==> config.mk <==
export PLATFORM = sky130hd
export DESIGN_NAME = vcs_cal_sequencer
export DESIGN_NICKNAME = d
export VERILOG_FILES = /design/src/hw/vcs_pkg.sv /design/src/hw/vcs_ref_path.sv /design/src/hw/vcs_cal_sequencer.sv
export VERILOG_INCLUDE_DIRS = /design/src /design/src/hw
export SDC_FILE = /design/constraint.sdc
export NUM_CORES = 1
export LEC_CHECK = 0
export BUFFER_PORTS_ARGS = -buffer_cell sky130_fd_sc_hd__buf_4
export CAP_MARGIN = 15
export CORE_AREA = 2 2 211 213
export DETAILED_ROUTE_END_ITERATION = 16
export DIE_AREA = 0 0 213 215
export SLEW_MARGIN = 20
export SYNTH_ARGS = -nofsm -noshare
export SYNTH_HDL_FRONTEND = slang
export SYNTH_HIERARCHICAL = 1
export SYNTH_SLANG_ARGS = --single-unit
==> constraint.sdc <==
create_clock -name clk -period 16.3 [get_ports clk]
set_clock_uncertainty 0.15 [all_clocks]
set_input_delay 1.63 -clock clk [delete_from_list [all_inputs] [get_ports clk]]
set_output_delay 1.63 -clock clk [all_outputs]
set_load 0.01 [all_outputs]
==> src/hw/vcs_consts.svh <==
/*
 * constants of the vco calibration sequencer: register byte offsets,
 * field positions, widths, reset values and phase timing counts.
 * assumes inclusion by the package and by the design modules.
 */
`ifndef VCS_CONSTS_SVH
`define VCS_CONSTS_SVH

// ----------------------------------------------------------------------
// register byte offsets
// ----------------------------------------------------------------------
`define VCS_OFF_INTEGER     8'h00
`define VCS_OFF_PFRAC       8'h04
`define VCS_OFF_AFRAC       8'h08
`define VCS_OFF_AMOD        8'h0C
`define VCS_OFF_REFCTL      8'h10
`define VCS_OFF_CALTIME     8'h14
`define VCS_OFF_BANDDIV     8'h18
`define VCS_OFF_STATUS      8'h1C

// ----------------------------------------------------------------------
// field positions and widths
// ----------------------------------------------------------------------
`define VCS_REF_DOUBLER     0
`define VCS_REF_HALVE       1
`define VCS_REF_RCNT_LSB    2
`define VCS_CT_TIMEOUT_LSB  0
`define VCS_CT_SETTLE_LSB   10
`define VCS_CT_WAIT_LSB     15
`define VCS_INT_W           16
`define VCS_PFRAC_W         24
`define VCS_AFRAC_W         28
`define VCS_RCNT_W          10
`define VCS_TIMEOUT_W       10
`define VCS_FIELD5_W        5
`define VCS_BDIV_W          8
`define VCS_COUNT_W         20
`define VCS_BPER_W          12

// ----------------------------------------------------------------------
// reset values
// ----------------------------------------------------------------------
`define VCS_RST_RCNT        10'h001
`define VCS_RST_TIMEOUT     10'h001
`define VCS_RST_FIELD5      5'h01
`define VCS_RST_BDIV        8'h01
`define VCS_RST_AMOD        28'h000_0001

// ----------------------------------------------------------------------
// phase timing counts
// ----------------------------------------------------------------------
`define VCS_BAND_PRESCALE   12'h010
`define VCS_BAND_LAST       4'ha
`define VCS_LEVEL_MULT      20'h0_001e

`endif

==> src/hw/vcs_pkg.sv <==
/*
 * types of the vco calibration sequencer: phase enumeration and the
 * packed state records of the sequencer core and the reference path.
 * assumes vcs_consts.svh is on the include path.
 */
package vcs_pkg;
`include "vcs_consts.svh"

    typedef enum logic [1:0] {
        VCS_IDLE,
        VCS_SETTLE,
        VCS_BAND,
        VCS_LEVEL
    } vcs_phase_t;

    typedef struct packed {
        vcs_phase_t                  phase;
        logic [`VCS_COUNT_W-1:0]     count;
        logic [`VCS_BPER_W-1:0]      divcnt;
        logic [3:0]                  bcycles;
        logic                        band_clk;
        logic [`VCS_INT_W-1:0]       integer_value;
        logic [`VCS_PFRAC_W-1:0]     primary_fraction;
        logic [`VCS_AFRAC_W-1:0]     aux_fraction;
        logic [`VCS_AFRAC_W-1:0]     aux_modulus;
        logic                        doubler;
        logic                        halve;
        logic [`VCS_RCNT_W-1:0]      ref_count;
        logic [`VCS_TIMEOUT_W-1:0]   timeout;
        logic [`VCS_FIELD5_W-1:0]    lock_settle;
        logic [`VCS_FIELD5_W-1:0]    level_cal_wait;
        logic [`VCS_BDIV_W-1:0]      band_select_divider;
        logic [`VCS_INT_W-1:0]       act_integer;
        logic [`VCS_PFRAC_W-1:0]     act_pfrac;
        logic [`VCS_AFRAC_W-1:0]     act_afrac;
        logic [`VCS_AFRAC_W-1:0]     act_amod;
        logic                        wr_pend;
        logic [7:0]                  wr_addr;
        logic [31:0]                 hrdata;
    } vcs_core_t;

    typedef struct packed {
        logic                        ref_q;
        logic [`VCS_RCNT_W-1:0]      rcnt;
        logic                        half;
        logic                        pd_tick;
        logic                        pd_clk;
    } vcs_ref_t;

endpackage

==> src/hw/vcs_ref_path.sv <==
/*
 * reference path: optional doubler, reference counter and optional
 * divide by two, producing the phase detector tick and clock level.
 * assumes ref_in is a level synchronous to clk and much slower than it.
 */
`timescale 1ns/1ns
`include "vcs_consts.svh"

module vcs_ref_path
(
    input  wire logic                   clk,       // system clock
    input  wire logic                   reset_n,   // sync reset, low
    input  wire logic                   ce,        // clock enable
    input  wire logic                   ref_in,    // reference level
    input  wire logic                   doubler,   // use both edges
    input  wire logic                   halve,     // extra divide by 2
    input  wire logic [`VCS_RCNT_W-1:0] ref_count, // reference divider
    output logic                        pd_tick,   // one tick per cycle
    output logic                        pd_clk     // phase detector clock
);
    import vcs_pkg::*;

    vcs_ref_t                 s;
    vcs_ref_t                 n;
    logic                     src_tick;
    logic                     div_tick;
    logic [`VCS_RCNT_W-1:0]   rdiv;

    // ------------------------------------------------------------------
    // next state
    // ------------------------------------------------------------------
    always_comb
    begin
        n        = s;
        div_tick = 1'b0;
        // both edges count when doubling
        src_tick = doubler ? (ref_in ^ s.ref_q)
                           : (ref_in & ~s.ref_q);
        rdiv     = (ref_count == '0) ? `VCS_RST_RCNT : ref_count;
        n.ref_q   = ref_in;
        n.pd_tick = 1'b0;
        if (src_tick)
        begin
            if (s.rcnt >= rdiv - `VCS_RST_RCNT)
            begin
                n.rcnt   = '0;
                div_tick = 1'b1;
            end
            else
            begin
                n.rcnt = s.rcnt + `VCS_RST_RCNT;
            end
        end
        if (div_tick)
        begin
            if (halve)
            begin
                n.half    = ~s.half;
                n.pd_tick = ~s.half;
            end
            else
            begin
                n.pd_tick = 1'b1;
            end
        end
        n.pd_clk = halve ? n.half : n.pd_tick;
    end

    always_ff @(posedge clk)
    begin
        if (!reset_n)
            s <= '0;
        else if (ce)
            s <= n;
    end

    assign pd_tick = s.pd_tick;
    assign pd_clk  = s.pd_clk;
endmodule

==> src/hw/vcs_cal_sequencer.sv <==
/*
 * vco calibration sequencer with its register file on ahb-lite.
 * holds frequency words, reference path settings and calibration timing,
 * and runs settle, band selection and level calibration phases counted
 * in phase detector cycles. assumes a single ahb-lite master, word
 * transfers, ref_in synchronous to clk.
 */
`timescale 1ns/1ns
`include "vcs_consts.svh"

module vcs_cal_sequencer
(
    input  wire logic                    clk,            // 100 MHz clock
    input  wire logic                    reset_n,        // sync reset, low
    input  wire logic                    ce,             // clock enable
    input  wire logic                    hsel,           // slave select
    input  wire logic [31:0]             haddr,          // byte address
    input  wire logic [1:0]              htrans,         // transfer type
    input  wire logic                    hwrite,         // write when high
    input  wire logic [2:0]              hsize,          // transfer size
    input  wire logic [31:0]             hwdata,         // write data
    input  wire logic                    hready,         // bus ready
    output logic                         hreadyout,      // slave ready
    output logic                         hresp,          // always okay
    output logic [31:0]                  hrdata,         // read data
    input  wire logic                    ref_in,         // reference level
    output logic                         phase_detector_clock, // pd clock
    output logic                         dac_force,      // settle phase
    output logic                         band_select_active, // band phase
    output logic                         band_select_clock, // band pulse
    output logic                         level_calibration_active, // level
    output logic                         cal_busy,       // any phase
    output logic [`VCS_INT_W-1:0]        active_integer, // applied integer
    output logic [`VCS_PFRAC_W-1:0]      active_primary_fraction, // frac
    output logic [`VCS_AFRAC_W-1:0]      active_aux_fraction, // aux frac
    output logic [`VCS_AFRAC_W-1:0]      active_aux_modulus // aux modulus
);
    import vcs_pkg::*;

    localparam vcs_core_t CORE_RESET = '{
        phase:               VCS_IDLE,
        ref_count:           `VCS_RST_RCNT,
        timeout:             `VCS_RST_TIMEOUT,
        lock_settle:         `VCS_RST_FIELD5,
        level_cal_wait:      `VCS_RST_FIELD5,
        band_select_divider: `VCS_RST_BDIV,
        aux_modulus:         `VCS_RST_AMOD,
        act_amod:            `VCS_RST_AMOD,
        default:             '0
    };

    vcs_core_t               s;
    vcs_core_t               n;
    logic                    pd_tick;
    logic                    int_write;
    logic [`VCS_BPER_W-1:0]  bper;

    // ------------------------------------------------------------------
    // helpers
    // ------------------------------------------------------------------
    function automatic logic [`VCS_COUNT_W-1:0] at_least_one
    (
        input logic [`VCS_COUNT_W-1:0] v
    );
        at_least_one = (v == '0) ? `VCS_COUNT_W'(1) : v;
    endfunction

    function automatic logic [`VCS_COUNT_W-1:0] settle_count
    (
        input logic [`VCS_TIMEOUT_W-1:0] t,
        input logic [`VCS_FIELD5_W-1:0]  l
    );
        settle_count = at_least_one(`VCS_COUNT_W'(t) * `VCS_COUNT_W'(l));
    endfunction

    function automatic logic [`VCS_COUNT_W-1:0] level_count
    (
        input logic [`VCS_FIELD5_W-1:0]  w,
        input logic [`VCS_TIMEOUT_W-1:0] t
    );
        level_count = at_least_one(`VCS_LEVEL_MULT * `VCS_COUNT_W'(w)
                                   * `VCS_COUNT_W'(t));
    endfunction

    function automatic logic [`VCS_BPER_W-1:0] band_period
    (
        input logic [`VCS_BDIV_W-1:0] d
    );
        logic [`VCS_BDIV_W-1:0] b;
        b = (d == '0) ? `VCS_RST_BDIV : d;
        band_period = `VCS_BAND_PRESCALE * {4'h0, b};
    endfunction

    function automatic logic [31:0] rd_word
    (
        input logic [7:0] a
    );
        rd_word = 32'h0000_0000;
        case (a)
            `VCS_OFF_INTEGER: rd_word = {16'h0000, s.integer_value};
            `VCS_OFF_PFRAC:   rd_word = {8'h00, s.primary_fraction};
            `VCS_OFF_AFRAC:   rd_word = {4'h0, s.aux_fraction};
            `VCS_OFF_AMOD:    rd_word = {4'h0, s.aux_modulus};
            `VCS_OFF_REFCTL:  rd_word = {20'h0_0000, s.ref_count,
                                         s.halve, s.doubler};
            `VCS_OFF_CALTIME: rd_word = {12'h000, s.level_cal_wait,
                                         s.lock_settle, s.timeout};
            `VCS_OFF_BANDDIV: rd_word = {24'h00_0000, s.band_select_divider};
            `VCS_OFF_STATUS:  rd_word = {25'h000_0000, s.bcycles, s.phase,
                                         s.phase != VCS_IDLE};
            default:          rd_word = 32'h0000_0000;
        endcase
    endfunction

    // ------------------------------------------------------------------
    // reference path
    // ------------------------------------------------------------------
    vcs_ref_path u_ref
    (
        .clk       (clk),
        .reset_n   (reset_n),
        .ce        (ce),
        .ref_in    (ref_in),
        .doubler   (s.doubler),
        .halve     (s.halve),
        .ref_count (s.ref_count),
        .pd_tick   (pd_tick),
        .pd_clk    (phase_detector_clock)
    );

    assign int_write = s.wr_pend && (s.wr_addr == `VCS_OFF_INTEGER);
    assign bper      = band_period(s.band_select_divider);

    // ------------------------------------------------------------------
    // bus slave and sequencer
    // ------------------------------------------------------------------
    always_comb
    begin
        n          = s;
        n.band_clk = 1'b0;
        n.wr_pend  = 1'b0;
        if (hsel && htrans[1] && hready)
        begin
            n.wr_pend = hwrite && (hsize == 3'b010);
            n.wr_addr = haddr[7:0];
            if (!hwrite)
                n.hrdata = rd_word(haddr[7:0]);
        end
        if (s.wr_pend)
        begin
            case (s.wr_addr)
                `VCS_OFF_INTEGER: n.integer_value = hwdata[`VCS_INT_W-1:0];
                `VCS_OFF_PFRAC:   n.primary_fraction =
                                      hwdata[`VCS_PFRAC_W-1:0];
                `VCS_OFF_AFRAC:   n.aux_fraction = hwdata[`VCS_AFRAC_W-1:0];
                `VCS_OFF_AMOD:    n.aux_modulus = hwdata[`VCS_AFRAC_W-1:0];
                `VCS_OFF_REFCTL:
                begin
                    n.doubler   = hwdata[`VCS_REF_DOUBLER];
                    n.halve     = hwdata[`VCS_REF_HALVE];
                    n.ref_count = hwdata[`VCS_REF_RCNT_LSB +: `VCS_RCNT_W];
                end
                `VCS_OFF_CALTIME:
                begin
                    n.timeout = hwdata[`VCS_CT_TIMEOUT_LSB +: `VCS_TIMEOUT_W];
                    n.lock_settle =
                        hwdata[`VCS_CT_SETTLE_LSB +: `VCS_FIELD5_W];
                    n.level_cal_wait =
                        hwdata[`VCS_CT_WAIT_LSB +: `VCS_FIELD5_W];
                end
                `VCS_OFF_BANDDIV:
                    n.band_select_divider = hwdata[`VCS_BDIV_W-1:0];
                default:
                    n.wr_addr = s.wr_addr;
            endcase
        end
        if (int_write)
        begin
            // integer plus fraction words applied as one set
            n.act_integer = hwdata[`VCS_INT_W-1:0];
            n.act_pfrac   = s.primary_fraction;
            n.act_afrac   = s.aux_fraction;
            n.act_amod    = s.aux_modulus;
            n.phase       = VCS_SETTLE;
            n.count       = settle_count(s.timeout, s.lock_settle);
        end
        else if (pd_tick)
        begin
            case (s.phase)
                VCS_SETTLE:
                begin
                    if (s.count == `VCS_COUNT_W'(1))
                    begin
                        n.phase   = VCS_BAND;
                        n.divcnt  = '0;
                        n.bcycles = '0;
                    end
                    else
                    begin
                        n.count = s.count - `VCS_COUNT_W'(1);
                    end
                end
                VCS_BAND:
                begin
                    if (s.divcnt >= bper - `VCS_BPER_W'(1))
                    begin
                        n.divcnt   = '0;
                        n.band_clk = 1'b1;
                        if (s.bcycles == `VCS_BAND_LAST)
                        begin
                            n.phase = VCS_LEVEL;
                            n.count = level_count(s.level_cal_wait,
                                                  s.timeout);
                        end
                        else
                        begin
                            n.bcycles = s.bcycles + 4'h1;
                        end
                    end
                    else
                    begin
                        n.divcnt = s.divcnt + `VCS_BPER_W'(1);
                    end
                end
                VCS_LEVEL:
                begin
                    if (s.count == `VCS_COUNT_W'(1))
                        n.phase = VCS_IDLE;
                    else
                        n.count = s.count - `VCS_COUNT_W'(1);
                end
                default:
                    n.phase = VCS_IDLE;
            endcase
        end
    end

    always_ff @(posedge clk)
    begin
        if (!reset_n)
            s <= CORE_RESET;
        else if (ce)
            s <= n;
    end

    // ------------------------------------------------------------------
    // outputs
    // ------------------------------------------------------------------
    assign hreadyout                = 1'b1;
    assign hresp                    = 1'b0;
    assign hrdata                   = s.hrdata;
    assign dac_force                = (s.phase == VCS_SETTLE);
    assign band_select_active       = (s.phase == VCS_BAND);
    assign band_select_clock        = s.band_clk;
    assign level_calibration_active = (s.phase == VCS_LEVEL);
    assign cal_busy                 = (s.phase != VCS_IDLE);
    assign active_integer           = s.act_integer;
    assign active_primary_fraction  = s.act_pfrac;
    assign active_aux_fraction      = s.act_afrac;
    assign active_aux_modulus       = s.act_amod;

    // ------------------------------------------------------------------
    // checks
    // ------------------------------------------------------------------
    logic [3:0] bclk_seen;

    always_ff @(posedge clk)
    begin
        if (!reset_n)
            bclk_seen <= 4'h0;
        else if (ce && s.phase != VCS_BAND)
            bclk_seen <= 4'h0;
        else if (ce && s.band_clk)
            bclk_seen <= bclk_seen + 4'h1;
    end
endmodule

==> flow_metrics.env <==
export IMPL_drtIter0Drc=1345
export IMPL_min_period_ns=9.10
export IMPL_clock_latency_ns=0.52
export IMPL_crit_path_end_kind="flop"
export IMPL_rr_startpoint="s[145]$_SDFFE_PN1P_"
export IMPL_tritoncts="built"
export IMPL_synth_warnings=6
export IMPL_final_cells=3038
export IMPL_startpoint_type="flop"
export IMPL_fmax_ghz=0.110
export IMPL_core_sq_um=43600
export IMPL_slew_headroom_pct=24.5
export IMPL_io_buffers=176
export IMPL_gp_congestion=0.875
export IMPL_area_growth_pct=10.1
export IMPL_postRouteAntennaNets=0
export IMPL_grt_pass1_vias=16300
export IMPL_path_clk_slew_ns=0.07
export IMPL_ys_types=87
export IMPL_setup_tns_ns=0
export IMPL_place_inst=2977
export IMPL_viasPerCell=5.50
export IMPL_finalSetupViolations=0
export IMPL_wl_per_cell_um=18.4
export IMPL_clock_root_buffer="clkbuf_16"
export IMPL_htree_levels=2
export IMPL_synth_seq_cells=322
export IMPL_syn_area_sq_um=19800
export IMPL_avgSynthCellArea_sq_um=8.10
export IMPL_dp_hpwl_mm=39.3
export IMPL_grt_total_usage_pct=24.2
export IMPL_max_cap_viol_count=0
export IMPL_overflow=0
export IMPL_worst_ir_drop_vdd_mv=0.0657
export IMPL_diodes=0
export IMPL_synthFlopType="dfxtp_1"
export IMPL_grt_pass1_wl_mm=88.8
export IMPL_clockBufferDepth=3
export IMPL_path_common_cell="fa_1"
export IMPL_cp_slowest_cell="a2111oi_2"
export IMPL_ctsHoldBuffers=0
export IMPL_row_count=77
export IMPL_final_nets=2692
export IMPL_via_count=16700
export IMPL_worstReg2RegEnd="s[290]$_SDFFE_PN0P_"
export IMPL_maxSlewViolCount=0
export IMPL_post_cts_buffers=0
export IMPL_worst_hold_slack_ns=0.304
export IMPL_die_width_um=213
export IMPL_clock_sinks=322
export IMPL_cp_required_ns=16.58
export IMPL_antenna_found_initial=0
export IMPL_syn_inst=2444
export IMPL_grt_max_degree=120
export IMPL_cts_made_buffers=35
export IMPL_design_portCount=212
export IMPL_ctsResizeCount=0
export IMPL_crit_type="reg -> reg"
export IMPL_fin_crit_sh_pct=55.9
export IMPL_synth_edff_count=0
export IMPL_die_height_um=215
export IMPL_status="completed"
export IMPL_startpoint="s[145]$_SDFFE_PN1P_"
export IMPL_synth_seq_area_share_pct=32.5
export IMPL_drcViolationCount=0
export IMPL_p_per_area_nw_per_um2=76.0
export IMPL_endpoint="s[290]$_SDFFE_PN0P_"
export IMPL_path_cells="fa_1 > fa_1 > inv_1 > fa_1 > inv_1 > a21oi_1 > o21bai_1 > a21o_1 > a21oi_1 > xnor2_1 > nand2_1 > fa_1 > fa_1 > fa_1 > inv_1 > fa_1 > ha_1 > and3_1 > a2111oi_2 > nor3_1 > a2111oi_0 > and2_1 > a41oi_1 > a221oi_1"
export IMPL_drt_pass1_iter_count=6
export IMPL_hp_class="reg -> reg"
export IMPL_finalHoldViolations=0
export IMPL_reg2reg_slack_ns=7.20
export IMPL_grt_setup_unrepaired="false"
export IMPL_reg2reg_depth=24
export IMPL_drt_wl_total_mm=55.9
export IMPL_drive_above_1_share_pct=12.0
export IMPL_cp_arrival_ns=9.38
export IMPL_p_leak_uw=0.00911
export IMPL_tightestPinTransition_ns=1.12
export IMPL_ys_async_sr_fraction_pct=0
export IMPL_dieArea_sq_um=45800
export IMPL_cp_max_fo=15
export IMPL_critical_path_max_stage_delay_ns=0.77
export IMPL_start_util_pct=45.4
==> registers in the layout, indices dropped and copies added (netlist names) <==
signal	flops
active_aux_fraction	28
active_aux_modulus	28
active_integer	16
active_primary_fraction	24
band_select_clock	1
hrdata	28
s	183
u_ref/pd_clk	1
u_ref/pd_tick	1
u_ref/s	12
==> where the power goes <==
part	internal [uW]	total (uW)	switching, uW
registers	788	790	2.03
logic	16.3	54.5	38.2
clock network	488	813	325
total	1290	1660	365
==> cell usage in the layout (no fill, tap or decap), drive strengths merged, types with 48 or more instances in the layout <==
cell type  netlist  routed
inv            146     147
nor2           156     156
nand2          499     499
clkbuf         114      51
mux2i           48      48
buf            146     197
dfxtp          322     322
a21oi          267     267
ha             106     106
and2            64      64
fa              88      88
==> cell families (layout without fill, tap and decap cells) <==
kind of cell	after synthesis	count (layout)	synth area share, %
other cells	2	6	0.0379
mux	49	49	2.48
simple gates	914	914	20.8
compound gates	496	496	15.7
buf+inv	406	404	10.2
flops	322	322	32.5
xor+xnor	61	61	2.70
fa+ha+maj	194	194	15.6
==> synth_stat cells (32+ instances only) <==
master	count	area share, %
nand2_1	498	9.4
dfxtp_1	322	33
a21oi_1	266	6.7
nor2_1	154	2.9
inv_1	144	2.7
buf_4	132	5.0
clkbuf_1	114	2.2
ha_1	106	6.7
fa_1	88	8.9
and2_1	64	2.0
mux2i_1	48	2.4
a22oi_1	46	1.7
nand3_1	42	1.1
o21ai_0	40	1.0
xor2_1	32	1.4
==> critical path: cells and delay by family (launching register included) <==
kind            cells  cell delay (ns)
fa+ha+maj           8             3.99
compound gates      8             2.42
simple gates        4             0.78
flops               1             0.76
xor+xnor            1             0.68
buf+inv             3             0.22
==> how the worst min path moves through the flow <==
stage          slack (ns)  depth (start not counted)                                  endpoint                                     start
4_1_cts              0.31                          2       active_aux_modulus[15]$_SDFFE_PN0P_       active_aux_modulus[15]$_SDFFE_PN0P_
6_report             0.30                          2  active_primary_fraction[14]$_SDFFE_PN0P_  active_primary_fraction[14]$_SDFFE_PN0P_
3_3_place_gp         0.29                          2                       s[269]$_SDFFE_PN0P_                       s[269]$_SDFFE_PN0P_
2_1_floorplan        0.29                          2                       s[269]$_SDFFE_PN0P_                       s[269]$_SDFFE_PN0P_
5_1_grt              0.32                          2  active_primary_fraction[13]$_SDFFE_PN0P_  active_primary_fraction[13]$_SDFFE_PN0P_
3_5_place_dp         0.30                          2       active_aux_modulus[15]$_SDFFE_PN0P_       active_aux_modulus[15]$_SDFFE_PN0P_
==> per-stage QoR <==
stage	util, %	worst slack, ns	cell area [sq um]	power (uW)
detailed placement	47.3	7.28	20600	862
global placement	47.3	7.41	20600	861
finish	50.0	7.20	21800	1660
global route	50.0	6.69	21800	1710
floorplan	-	8.97	19800	836
CTS	50.0	7.23	21800	1670
==> layout make-up <==
cell class	count	area, sq um
clock buffer	51	1040
clock inverter	10	129
fill	4208	21800
inverter	146	556
multi-input combinational	1720	11400
sequential	322	6450
tap	592	741
timing repair buffer	197	1480
==> metal layers <==
metal / vias to the layer above / GRT usage (%) / wire, um
li1: 8061 / - / -
met1: 8015 / 34.0 / 25400
met2: 544 / 38.6 / 25400
met3: 91 / 3.70 / 3780
met4: 0 / 6.83 / 1320
met5: - / 0 / 0
Note: power is estimated with default switching activity, not from simulation.
